$ cat src/onoff_pkg.sv
package onoff_pkg;
   // ----------------------------------------
   // register map (byte addresses)
   // ----------------------------------------
   localparam logic [7:0] ADDR_CTRL = 8'h00;
   localparam logic [7:0] ADDR_SWITCH_BAND = 8'h04;
   localparam logic [7:0] ADDR_UPPER_BAND = 8'h08;
   localparam logic [7:0] ADDR_LOWER_BAND = 8'h0C;
   localparam logic [7:0] ADDR_COOL_BAND = 8'h10;
   localparam logic [7:0] ADDR_DEAD_ZONE = 8'h14;
   localparam logic [7:0] ADDR_BIAS = 8'h18;
   localparam logic [7:0] ADDR_PROCESS = 8'h1C;
   localparam logic [7:0] ADDR_SETPOINT = 8'h20;
   localparam logic [7:0] ADDR_COMPUTED = 8'h24;
   localparam logic [7:0] ADDR_POSITION = 8'h28;
   localparam logic [7:0] ADDR_STATUS = 8'h2C;
   localparam logic [7:0] ADDR_BIASED = 8'h30;
   // ----------------------------------------
   // control fields
   // ----------------------------------------
   localparam int CTRL_MODE_LSB = 0;
   localparam int CTRL_TWO_POINT_BIT = 2;
   localparam int CTRL_INTEGRAL_BIT = 3;
   localparam int CTRL_REVERSE_BIT = 4;
   // ----------------------------------------
   // limits and resets, 0.1 % units
   // ----------------------------------------
   localparam logic signed [15:0] BAND_MIN = 16'sh0000;
   localparam logic signed [15:0] BAND_MAX = 16'sh03E8;
   localparam logic signed [15:0] BIAS_MIN = -16'sh0032;
   localparam logic signed [15:0] BIAS_MAX = 16'sh041A;
   localparam logic signed [15:0] HC_DZ_MIN = -16'sh03E8;
   localparam logic signed [15:0] HC_DZ_MAX = 16'sh01F4;
   localparam logic signed [15:0] PP_DZ_MIN = 16'sh000A;
   localparam logic signed [15:0] PP_DZ_MAX = 16'sh0064;
   localparam logic signed [15:0] HC_SPLIT = 16'sh01F4;
   localparam logic signed [15:0] BAND_RST = 16'sh000A;
   localparam logic signed [15:0] DZ_RST = 16'sh0014;
   localparam logic signed [15:0] BIAS_RST = 16'sh01F4;
   localparam logic [31:0] UNMAPPED_DATA = 32'h0000_0000;

   typedef enum logic [1:0] {
      MODE_ONOFF,
      MODE_HEAT_COOL,
      MODE_POSITION
   } mode_t;

   typedef struct packed {
      logic heat_on;
      logic cool_on;
      logic direct_on;
      logic reverse_on;
   } drive_t;

   typedef struct packed {
      logic signed [15:0] process_value;
      logic signed [15:0] target_setpoint;
      logic signed [15:0] computed;
      logic signed [15:0] position;
   } sample_t;
endpackage

$ cat src/onoff_deadband_output_logic.sv
// Design decisions made here: register access over APB and the register offsets.
`timescale 1ns/1ps
// Behaviour
// - in on/off mode each output is only fully on or fully off.
// - heating/cooling mode has its own switch band for heat and for cool.
// - two-point mode has upper and lower widths and is refused in heating/cooling mode.
// - the on/off switch band is clamped to 0.0..100.0 % of input span.
// - in heating/cooling or position mode the band is 0.0..100.0 % of output.
// - upper and lower widths are each clamped to 0.0..100.0 % of span.
// - the cooling switch band is clamped to 0.0..100.0 %.
// - the offset bias applies only while integral action is off; position mode compares the unbiased computed value with position.
// - the bias, -5.0..105.0 %, is the output when process equals setpoint.
// - a positive dead zone drives neither heat nor cool inside it.
// - a negative dead zone drives both heat and cool inside the overlap.
// - dead zone is -100.0..50.0 % in heating/cooling and 1.0..10.0 % in position.
// - position mode has a dead zone between relays and hysteresis per relay.
// - a difference inside the dead zone turns no relay on; one already on holds until below dead zone minus band.
// - beyond the dead zone, plus drives direct, minus drives reverse, swapped when the reverse bit is set.
module onoff_deadband_output_logic (
   // clock and reset
   input wire logic mclk,
   input wire logic rst_b,
   input wire logic clk_en,
   // apb slave
   input wire logic psel,
   input wire logic penable,
   input wire logic pwrite,
   input wire logic [7:0] paddr,
   input wire logic [31:0] pwdata,
   output logic [31:0] prdata,
   output logic pready,
   output logic pslverr,
   // actuator drive
   output onoff_pkg::drive_t drive
);
   // ----------------------------------------
   // helpers
   // ----------------------------------------
   function automatic logic signed [15:0] clamp(input logic signed [15:0] v,
         input logic signed [15:0] lo, input logic signed [15:0] hi);
      clamp = (v < lo) ? lo : ((v > hi) ? hi : v);
   endfunction

   // hysteresis: on above on_lvl, off below off_lvl, else hold
   function automatic logic hyst(input logic cur, input logic signed [17:0] x,
         input logic signed [17:0] on_lvl, input logic signed [17:0] off_lvl);
      if (x > on_lvl) begin
         hyst = 1'b1;
      end else if (x < off_lvl) begin
         hyst = 1'b0;
      end else begin
         hyst = cur;
      end
   endfunction

   // ----------------------------------------
   // registers
   // ----------------------------------------
   logic [4:0] ctrl_r, ctrl_nxt;
   logic signed [15:0] band_r, band_nxt;
   logic signed [15:0] upper_r, upper_nxt;
   logic signed [15:0] lower_r, lower_nxt;
   logic signed [15:0] cool_band_r, cool_band_nxt;
   logic signed [15:0] dz_r, dz_nxt;
   logic signed [15:0] bias_r, bias_nxt;
   onoff_pkg::sample_t smp_r, smp_nxt;
   logic [31:0] prdata_nxt;
   onoff_pkg::drive_t drive_nxt;
   onoff_pkg::mode_t mode;
   logic wr_en, rd_en, hit;
   logic two_point;
   logic signed [15:0] wdat;
   logic signed [15:0] band_eff, dz_eff;
   logic signed [17:0] dev, split, diff, out_eff;
   logic signed [17:0] bias_eff;

   assign pready = 1'b1;
   assign wr_en = psel & penable & pwrite & clk_en;
   // read data captured at setup, so it stands through the access cycle
   assign rd_en = psel & ~penable & ~pwrite & clk_en;
   assign wdat = pwdata[15:0];
   assign mode = (ctrl_r[1:0] == 2'd1) ? onoff_pkg::MODE_HEAT_COOL :
                 (ctrl_r[1:0] == 2'd2) ? onoff_pkg::MODE_POSITION : onoff_pkg::MODE_ONOFF;
   assign two_point = ctrl_r[onoff_pkg::CTRL_TWO_POINT_BIT]
                      && (mode == onoff_pkg::MODE_ONOFF);

   // ----------------------------------------
   // register writes with range clamps
   // ----------------------------------------
   always_comb begin
      ctrl_nxt = ctrl_r;
      band_nxt = band_r;
      upper_nxt = upper_r;
      lower_nxt = lower_r;
      cool_band_nxt = cool_band_r;
      dz_nxt = dz_r;
      bias_nxt = bias_r;
      smp_nxt = smp_r;
      if (wr_en) begin
         case (paddr)
            onoff_pkg::ADDR_CTRL: begin
               ctrl_nxt = pwdata[4:0];
               if (pwdata[1:0] == 2'd3) begin
                  ctrl_nxt[1:0] = 2'd0;
               end
               if (pwdata[1:0] == 2'd1) begin
                  ctrl_nxt[onoff_pkg::CTRL_TWO_POINT_BIT] = 1'b0;
               end
            end
            onoff_pkg::ADDR_SWITCH_BAND:
               band_nxt = clamp(wdat, onoff_pkg::BAND_MIN, onoff_pkg::BAND_MAX);
            onoff_pkg::ADDR_UPPER_BAND:
               upper_nxt = clamp(wdat, onoff_pkg::BAND_MIN, onoff_pkg::BAND_MAX);
            onoff_pkg::ADDR_LOWER_BAND:
               lower_nxt = clamp(wdat, onoff_pkg::BAND_MIN, onoff_pkg::BAND_MAX);
            onoff_pkg::ADDR_COOL_BAND:
               cool_band_nxt = clamp(wdat, onoff_pkg::BAND_MIN, onoff_pkg::BAND_MAX);
            onoff_pkg::ADDR_DEAD_ZONE:
               dz_nxt = clamp(wdat, onoff_pkg::HC_DZ_MIN, onoff_pkg::HC_DZ_MAX);
            onoff_pkg::ADDR_BIAS:
               bias_nxt = clamp(wdat, onoff_pkg::BIAS_MIN, onoff_pkg::BIAS_MAX);
            onoff_pkg::ADDR_PROCESS: smp_nxt.process_value = wdat;
            onoff_pkg::ADDR_SETPOINT: smp_nxt.target_setpoint = wdat;
            onoff_pkg::ADDR_COMPUTED: smp_nxt.computed = wdat;
            onoff_pkg::ADDR_POSITION: smp_nxt.position = wdat;
            default: ;
         endcase
      end
   end

   // ----------------------------------------
   // output decision
   // ----------------------------------------
   always_comb begin
      // mode-dependent band unit: span in on/off, output elsewhere
      band_eff = clamp(band_r, onoff_pkg::BAND_MIN, onoff_pkg::BAND_MAX);
      if (mode == onoff_pkg::MODE_POSITION) begin
         dz_eff = clamp(dz_r, onoff_pkg::PP_DZ_MIN, onoff_pkg::PP_DZ_MAX);
      end else begin
         dz_eff = clamp(dz_r, onoff_pkg::HC_DZ_MIN, onoff_pkg::HC_DZ_MAX);
      end
      dev = 18'(smp_r.target_setpoint) - 18'(smp_r.process_value);
      if (ctrl_r[onoff_pkg::CTRL_INTEGRAL_BIT]) begin
         bias_eff = 18'sd0;
         out_eff = 18'(smp_r.computed);
      end else begin
         bias_eff = 18'(bias_r);
         out_eff = 18'(smp_r.computed) + bias_eff;
      end
      split = out_eff - 18'(onoff_pkg::HC_SPLIT);
      diff = 18'(smp_r.computed) - 18'(smp_r.position);
      drive_nxt = drive;
      case (mode)
         onoff_pkg::MODE_ONOFF: begin
            if (two_point) begin
               drive_nxt.heat_on = hyst(drive.heat_on, dev, 18'(lower_r),
                                        -18'(upper_r));
            end else begin
               drive_nxt.heat_on = hyst(drive.heat_on, dev, 18'(band_eff) >>> 1,
                                        -(18'(band_eff) >>> 1));
            end
            drive_nxt.cool_on = 1'b0;
            drive_nxt.direct_on = 1'b0;
            drive_nxt.reverse_on = 1'b0;
         end
         onoff_pkg::MODE_HEAT_COOL: begin
            // heat below split minus half zone, cool above plus half zone
            drive_nxt.heat_on = hyst(drive.heat_on, -split,
                                     (18'(dz_eff) >>> 1) + 18'(band_eff),
                                     18'(dz_eff) >>> 1);
            drive_nxt.cool_on = hyst(drive.cool_on, split,
                                     (18'(dz_eff) >>> 1) + 18'(cool_band_r),
                                     18'(dz_eff) >>> 1);
            drive_nxt.direct_on = 1'b0;
            drive_nxt.reverse_on = 1'b0;
         end
         onoff_pkg::MODE_POSITION: begin
            drive_nxt.heat_on = 1'b0;
            drive_nxt.cool_on = 1'b0;
            drive_nxt.direct_on = hyst(drive.direct_on, diff, 18'(dz_eff),
                                       18'(dz_eff) - 18'(band_eff));
            drive_nxt.reverse_on = hyst(drive.reverse_on, -diff, 18'(dz_eff),
                                        18'(dz_eff) - 18'(band_eff));
            if (ctrl_r[onoff_pkg::CTRL_REVERSE_BIT]) begin
               // sides swapped, each relay keeps its own hold state
               drive_nxt.direct_on = hyst(drive.direct_on, -diff, 18'(dz_eff),
                                          18'(dz_eff) - 18'(band_eff));
               drive_nxt.reverse_on = hyst(drive.reverse_on, diff, 18'(dz_eff),
                                           18'(dz_eff) - 18'(band_eff));
            end
            if (drive_nxt.direct_on && drive_nxt.reverse_on) begin
               drive_nxt.direct_on = 1'b0;
               drive_nxt.reverse_on = 1'b0;
            end
         end
         default: drive_nxt = '0;
      endcase
   end

   // ----------------------------------------
   // read mux
   // ----------------------------------------
   always_comb begin
      prdata_nxt = prdata;
      hit = 1'b1;
      case (paddr)
         onoff_pkg::ADDR_CTRL: prdata_nxt = {27'h0, ctrl_r};
         onoff_pkg::ADDR_SWITCH_BAND: prdata_nxt = 32'(band_r);
         onoff_pkg::ADDR_UPPER_BAND: prdata_nxt = 32'(upper_r);
         onoff_pkg::ADDR_LOWER_BAND: prdata_nxt = 32'(lower_r);
         onoff_pkg::ADDR_COOL_BAND: prdata_nxt = 32'(cool_band_r);
         onoff_pkg::ADDR_DEAD_ZONE: prdata_nxt = 32'(dz_eff);
         onoff_pkg::ADDR_BIAS: prdata_nxt = 32'(bias_r);
         onoff_pkg::ADDR_PROCESS: prdata_nxt = 32'(smp_r.process_value);
         onoff_pkg::ADDR_SETPOINT: prdata_nxt = 32'(smp_r.target_setpoint);
         onoff_pkg::ADDR_COMPUTED: prdata_nxt = 32'(smp_r.computed);
         onoff_pkg::ADDR_POSITION: prdata_nxt = 32'(smp_r.position);
         onoff_pkg::ADDR_STATUS: prdata_nxt = {28'h0, drive};
         onoff_pkg::ADDR_BIASED: prdata_nxt = 32'(out_eff);
         default: begin
            prdata_nxt = onoff_pkg::UNMAPPED_DATA;
            hit = 1'b0;
         end
      endcase
      if (!rd_en) begin
         prdata_nxt = prdata;
      end
   end
   assign pslverr = psel & penable & ~hit;

   // ----------------------------------------
   // state
   // ----------------------------------------
   always_ff @(posedge mclk or negedge rst_b) begin
      if (!rst_b) begin
         ctrl_r <= '0;
         band_r <= onoff_pkg::BAND_RST;
         upper_r <= onoff_pkg::BAND_RST;
         lower_r <= onoff_pkg::BAND_RST;
         cool_band_r <= onoff_pkg::BAND_RST;
         dz_r <= onoff_pkg::DZ_RST;
         bias_r <= onoff_pkg::BIAS_RST;
         smp_r <= '0;
         prdata <= '0;
         drive <= '0;
      end else if (clk_en) begin
         ctrl_r <= ctrl_nxt;
         band_r <= band_nxt;
         upper_r <= upper_nxt;
         lower_r <= lower_nxt;
         cool_band_r <= cool_band_nxt;
         dz_r <= dz_nxt;
         bias_r <= bias_nxt;
         smp_r <= smp_nxt;
         prdata <= prdata_nxt;
         drive <= drive_nxt;
      end
   end
endmodule

$ cat config.mk
export PLATFORM = sky130hd
export DESIGN_NAME = onoff_deadband_output_logic
export DESIGN_NICKNAME = d
export VERILOG_FILES = /design/src/onoff_pkg.sv /design/src/onoff_deadband_output_logic.sv
export SDC_FILE = /design/constraint.sdc
export NUM_CORES = 1
export LEC_CHECK = 0
export ABC_AREA = 1
export BUFFER_PORTS_ARGS = -buffer_cell sky130_fd_sc_hd__buf_2
export CORE_MARGIN = 1
export CORE_UTILIZATION = 35
export DETAILED_ROUTE_END_ITERATION = 12
export GPL_ROUTABILITY_DRIVEN = 1
export PLACE_DENSITY_LB_ADDON = 0.12
export SYNTH_ARGS = -nofsm -noshare
export SYNTH_HDL_FRONTEND = slang
export SYNTH_SLANG_ARGS = --single-unit
$ cat constraint.sdc
create_clock -name mclk -period 5.7 [get_ports mclk]
set_clock_uncertainty 0.2 [all_clocks]
set_input_delay 0.285 -clock mclk [delete_from_list [all_inputs] [get_ports mclk]]
set_output_delay 0.285 -clock mclk [all_outputs]
set_load 0.02 [all_outputs]
==> key figures, run 1 <==
Pwr
  – Seq pwr share: 33.5%
  – Switch share: 40.61%
  – Internal power: 2.364 mW
  – Total Power: 3.980 mW
  – Peak supply drop: 0.2841 mV
  – Clock share of power: 32.5%
  – NetSw: 1.616 mW
  – Leakage power: 12.13 nW
  – Comb pwr share: 34.1%
  – Power Dens Cells: 174.0 nW/um^2

Drt
  – First drt pass iteration count: 6
  – Wire length per cell: 22.06 um
  – Via count: 21100
  – Antenna Nets Post-Route: 0
  – DR iter-0 viols: 1692
  – DRC: 0
  – Drt total wl: 86.48 mm
  – Vias per cell: 5.381

Layout
  – Final #Nets: 3450
  – Area Overhead vs Synth: 12.21%
  – Final Util: 39.73%
  – Fin area: 22880 um^2
  – Layout fillers: 6132
  – Share of cells above drive strength 1: 11.06%

Synth
  – Post-synth EDFFs: 0
  – Syn Inst Count: 3015
  – Commonest cells post-synth: 696 x nand2_1, 456 x inv_1, 257 x ha_1
  – Avg Inst Size Synth: 6.762 um^2
  – Warnings, synthesis: 0
  – Seq cells post-synth: 182
  – Synth top area share: 20.38%
  – Yosys top cell by area: dfrtp_1
  – Prevailing post-synth register cell: dfrtp_1
  – Ranking of synthesized cells by area: dfrtp_1 20%, ha_1 16%, nand2_1 13%
  – Ys async rst share: 100.0%
  – Netlist cell types: 76
  – Sequential area share after synthesis: 22.44%
  – Mapped Area: 20390 um^2
  – Top-count cell post-synth: nand2_1

Clock tree
  – Clk slew on worst S/H paths: 0.08 ns
  – Clk buf depth: 2
  – CTS Buf Count: 17
  – CTS tree: yes
  – Htree depth: 4
  – Clk root buf: clkbuf_16
  – Clk sinks: 182
  – Clock Latency Late Sink: 0.50 ns

Place
  – Placed wire-length estimate: 72.05 mm
  – GPL Wtd Cong: 0.9864
  – Number of port buffers: 66
  – Cell Area, Placed: 21910 um^2

STA
  – Worst slew pin tran: 1.213 ns
  – Max Freq: 184.8 MHz
  – Final hold violations: 0
  – Tcrit/Tclk final: 94.95%
  – Final setup viols: 0
  – Final min period: 5.412 ns
  – Rel. slew slack: 18.80%
  – Final Max Tran Viols: 0

Setup path
  – CP max stage cell: fa_1
  – Crit path capture type: flop
  – Critical Path RT: 5.94 ns
  – CP Launch Type: flop
  – Most Frequent Cell on Critical Path: nand2_1
  – Crit-path max FO: 5
  – Critical path class: flop to flop
  – CP max stage delay: 0.47 ns
  – Arr. time, crit path: 5.65 ns

Global route
  – Vias in the first global route: 20250
  – Pin count of the biggest net entering global routing: 118
  – Grt ovf: 0
  – Total track usage: 29.24%
  – First-pass GRT wire length: 128.4 mm
  – Initial antenna violation count: 2

Floorplanning
  – Die area: 59220 um^2
  – Num rows: 88
  – Core box area: 57590 um^2
  – Die Ht: 243.3 um
  – Chip Width: 243.3 um
  – Ports: 84
  – Starting Density: 35.40%

Status
  – Status: complete, no violations

Worst hold path
  – Worst min path class: input port to flop

Job
  – Number of max-cap violations: 0
==> critical path, delay by kind of cell, from the launching register on <==
family / cells / cell delay [ns]
AND/OR/NAND/NOR: 21 / 2.94
adder cells (fa/ha/maj): 3 / 0.93
XOR/XNOR: 2 / 0.43
flip-flops: 1 / 0.43
buffers and inverters: 4 / 0.39
==> registers in the layout (all words and copies together), names as in the netlist <==
register	flops
smp_r	64
prdata	17
bias_r	16
dz_r	16
band_r	15
cool_band_r	15
lower_r	15
upper_r	15
ctrl_r	5
drive	4
==> power groups by stage <==
stage,logic (mW),clock network [mW],registers (mW)
global route,1.53,1.36,1.33
floorplan,0.893,0,1.35
global placement,1.30,0,1.36
detailed placement,1.32,0,1.36
finish,1.36,1.29,1.33
CTS,1.33,1.32,1.33
==> path summary, 6_finish.rpt <==
check | start | to | slack (ns) | cells past startpoint
min in group asynchronous | rst_b | upper_r[14] | 0.13 | 2
min | pwdata[0] | ctrl_r[0] | 0.06 | 3
max | smp_r[16] | drive[1] | 0.29 | 30
max in group asynchronous | rst_b | prdata[5] | 4.00 | 3
max reg2reg | smp_r[16] | drive[1] | 0.29 | 30
min reg2reg | prdata[13] | prdata[13] | 0.28 | 2
==> placed cells by master, fill, tap and decap left out, drive strengths merged, types with 8 or more instances in the layout <==
cell         Yosys  final
nand2          747    747
inv            481    488
nor2           271    271
ha             257    257
o21ai          229    229
nand3          170    170
a21oi          168    168
dfrtp          166    166
buf             23    135
xor2            69     69
nand4           62     62
nor3            53     53
o22ai           29     29
a221oi          24     24
xnor2           22     22
o21bai          19     19
clkbuf          35     18
clkinv          10     18
a31oi           17     17
conb             2     17
dfstp           16     16
dlygate4sd3      0     15
o2111ai         13     13
o211ai          12     12
o221ai          12     12
nand3b          11     11
nor4            11     11
a21o            10     10
a211oi           8      8
==> stage by stage <==
step                      hold WS [ns]  setup slack [ns]  TNS (ns)  std cells
final                          0.05826            0.2877         0       3921
after detailed placement        0.1201            0.2138         0       3864
after global placement          0.1171            0.2208         0       3864
after CTS                     0.006443            0.1537         0       3911
after global routing           0.03634          -0.01827  -0.02206       3920
after floorplan                -0.2106            0.8654         0       3030
==> logic make-up (layout without fill, tap and decap cells) <==
group,after synthesis,in the layout,synth area share (%)
AO/OA/AOI/OAI,587,587,17.16
XOR/XNOR,91,91,4.112
adder cells (fa/ha/maj),262,262,16.26
buffers and inverters,549,674,10.53
flip-flops,182,182,22.44
other,2,18,0.03684
AND/OR/NAND/NOR,1342,1342,29.46
==> per-layer routing <==
| layer | track usage (%) | vias to the layer above | part of all wire (%) |
|---|---|---|---|
| met4 | 12.95 | 2 | 4.6 |
| li1 | - | 10290 | - |
| met3 | 4.010 | 147 | 5.4 |
| met1 | 38.35 | 10000 | 45 |
| met2 | 47.65 | 665 | 45 |
| met5 | 0 | - | 0.013 |
==> cell type report <==
type	instances	area, um^2	share of cell area [%]
antenna	1	2.502	0.01094
clock buffer	17	425.4	1.860
clock inverter	15	198.9	0.8696
inverter	491	1848	8.078
multi-input combinational	2299	13840	60.51
sequential	182	4574	20.00
tap	765	957.2	4.184
timing repair buffer	151	1027	4.490
==> repair_timing <==
| action | CTS | global route |
|---|---|---|
| gates resized for setup | 0 | 29 |
| endpoints found under the hold margin | 101 | 0 |
| setup buffers | 0 | 9 |
| hold buffers | 15 | 0 |
| endpoints found under the setup margin | 0 | 4 |
Power figures use the tool's default switching activity.
==> run 2, diff against run 1 <==
- REMOVE_ABC_BUFFERS: default -> 1
==> run 2 against run 1 <==
  * Count of clock-buffer cells in the layout grew 1
  * Cell area shrank 0.77%
  * Core utilization shrank 0.30 points
  * Wire length shrank 0.64%
  * Global-route usage shrank 0.25 points
  * Worst hold slack lost 0.046 ns
  * Critical path depth is the same
  * First-iteration DRC count shrank 6.9%
  * Combinational power is essentially flat
  * Maximum frequency grew 2.7%
  * Final cell count shrank 0.28%
  * Sequential cell count is the same
  * Critical endpoint unchanged
  * Largest cell class unchanged
==> key figures, run 2 (same netlist as run 1, synthesis figures left out) <==
Status
  – Status: complete, no violations

Setup path
  – R2r setup slk: 0.43 ns (+0.14 ns)
  – CP max stage cell: fa_1
  – RR Startpoint: smp_r[16]
  – CP max stage delay: 0.46 ns (about the same)
  – Crit path from: smp_r[16]
  – Crit-path max FO: 5 (unchanged)
  – CP Launch Type: flop
  – Critical Path RT: 5.91 ns (-0.03 ns)
  – CP Capture Point: drive[1]
  – Crit path capture type: flop
  – Reg2reg path depth: 30 (unchanged)
  – Arr. time, crit path: 5.48 ns (-0.17 ns)
  – Most Frequent Cell on Critical Path: nand2_1
  – Critical path class: flop to flop
  – Reg2reg end: drive[1]

Drt
  – Via count: 21180 (+0.37%)
  – Vias per cell: 5.416 (+0.66%)
  – Antenna Nets Post-Route: 0 (unchanged)
  – Drt total wl: 85.93 mm (-0.64%)
  – First drt pass iteration count: 5 (-1)
  – Wire length per cell: 21.98 um (-0.36%)
  – DRC: 0 (unchanged)
  – DR iter-0 viols: 1576 (-6.9%)

Floorplanning
  – Chip Width: 243.3 um (unchanged)
  – Starting Density: 35.40% (unchanged)
  – Die area: 59220 um^2 (unchanged)
  – Die Ht: 243.3 um (unchanged)
  – Ports: 84 (unchanged)
  – Num rows: 88 (unchanged)
  – Core box area: 57590 um^2 (unchanged)

Global route
  – Vias in the first global route: 20210 (-0.19%)
  – Grt ovf: 0 (unchanged)
  – Total track usage: 29.00% (-0.25 points)
  – Pin count of the biggest net entering global routing: 154 (+31%)
  – First-pass GRT wire length: 127.7 mm (-0.52%)
  – Initial antenna violation count: 0 (-2)

STA
  – Worst slew pin tran: 1.127 ns (-0.08632 ns)
  – Final setup viols: 0 (unchanged)
  – Max Freq: 189.7 MHz (+2.7%)
  – Final hold violations: 0 (unchanged)
  – Final min period: 5.271 ns (-0.1409 ns)
  – Tcrit/Tclk final: 92.48% (-2.5 points)
  – Final Max Tran Viols: 0 (unchanged)
  – RSZ-0062 raised after global routing: yes
  – Rel. slew slack: 24.58% (+5.8 points)

Layout
  – Final Util: 39.42% (-0.30 points)
  – Antenna diodes: 0 (-1)
  – Multi-input logic area: 13800 um^2 (-0.31%)
  – Max FFs per register: 64 (unchanged)
  – Share of cells above drive strength 1: 10.68% (-0.38 points)
  – Storage cell area: 4574 um^2 (unchanged)
  – Largest reg by FF count: smp_r
  – Layout fillers: 6210 (+1.3%)
  – Commonest non-fill, non-tap cells in the layout: 694 x nand2_1, 455 x inv_1, 256 x ha_1, 236 x nor2_1, 212 x o21ai_0
  – Area Overhead vs Synth: 11.35%
  – Commonest non-fill, non-tap cell in the layout: nand2_1
  – Final #Nets: 3441 (-0.26%)
  – Largest regs: smp_r (64), prdata (17)
  – Post-route insts no fill: 3910 (-0.28%)

Clock tree
  – Clk root buf: clkbuf_16
  – Clk slew on worst S/H paths: 0.08 ns (about the same)
  – Clk sinks: 182 (unchanged)
  – CTS Buf Count: 17 (unchanged)
  – Clk buf depth: 2 (unchanged)
  – CTS tree: yes
  – Htree depth: 4 (unchanged)
  – Clock Latency Late Sink: 0.47 ns (-0.03 ns)

Pwr
  – Power Dens Cells: 172.0 nW/um^2 (-1.1%)
  – Peak supply drop: 0.2313 mV (-19%)
  – Leakage power: 12.07 nW (-0.49%)

Job
  – Number of max-cap violations: 0 (unchanged)

Place
  – Dpl cells: 3865 (+0.026%)
  – Placed wire-length estimate: 71.59 mm (-0.64%)
  – Number of port buffers: 66 (unchanged)
  – GPL Wtd Cong: 1.018 (+3.2%)

Worst hold path
  – Hold Startpoint: pwdata[11]
  – Worst min path class: input port to flop
run 2: cell types whose count changed in the layout (fill, tap and decap cells not counted), moves of 4 or more:
| cell | before | now |
|---|---|---|
| buf_4 | 69 | 65 |
| clkinv_8 | 7 | 1 |
| clkinvlp_4 | 0 | 4 |
| dlygate4sd3_1 | 15 | 10 |
run 2: per-layer routing:
layer | part of all wire (%) | vias up | GRT usage [%]
met5 | 0 | - | 0
met4 | 5.3 | 0 | 14.74
met3 | 5.1 | 154 | 3.173
met2 | 44 | 650 | 46.28
met1 | 45 | 10110 | 38.60
li1 | - | 10260 | -
run 2: per-stage QoR:
stage	TNS, ns	hold slack, ns	worst slack [ns]	instance area, um^2	power, mW
floorplan	0	-0.2106	0.8619	20150	2.238
global placement	0	-0.001781	0.3690	21930	2.652
detailed placement	0	0.002149	0.2878	21930	2.682
CTS	0	0.008597	0.2490	22600	3.918
global route	-0.03170	0.02930	-0.01851	22700	4.163
finish	0	0.01271	0.4286	22700	3.905
run 2: critical path, delay by kind of cell (launching register included):
kind / cells / cell delay, ns
AND/OR/NAND/NOR: 21 / 2.92
adder cells (fa/ha/maj): 3 / 0.91
flip-flops: 1 / 0.42
XOR/XNOR: 2 / 0.40
buffers and inverters: 4 / 0.36
run 2: cell type report:
class	count	share of cell area (%)
timing repair buffer	142	4.172
sequential	182	20.15
multi-input combinational	2299	60.79
inverter	491	8.140
clock buffer	18	1.890
tap	765	4.216
clock inverter	13	0.6393
run 2: power by group:
group	total, mW	internal [mW]	switching (mW)
registers	1.33	1.31	0.0230
clock network	1.22	0.615	0.605
logic	1.35	0.446	0.907
run 2: what timing repair did:
item | 4_1_cts | 5_1_grt
hold buffers | 10 | 0
endpoints found under the setup margin | 0 | 4
gates resized for setup | 0 | 20
setup buffers | 0 | 4
hold endpoints to repair | 42 | 0
run 2: how the worst min path moves through the flow:
stage	end	slack, ns	cells past startpoint
2_1_floorplan	band_r[0]	-0.21	0
3_3_place_gp	smp_r[25]	-0.002	1
3_5_place_dp	smp_r[22]	0.002	1
4_1_cts	smp_r[59]	0.009	3
5_1_grt	smp_r[11]	0.03	3
6_report	smp_r[27]	0.01	3
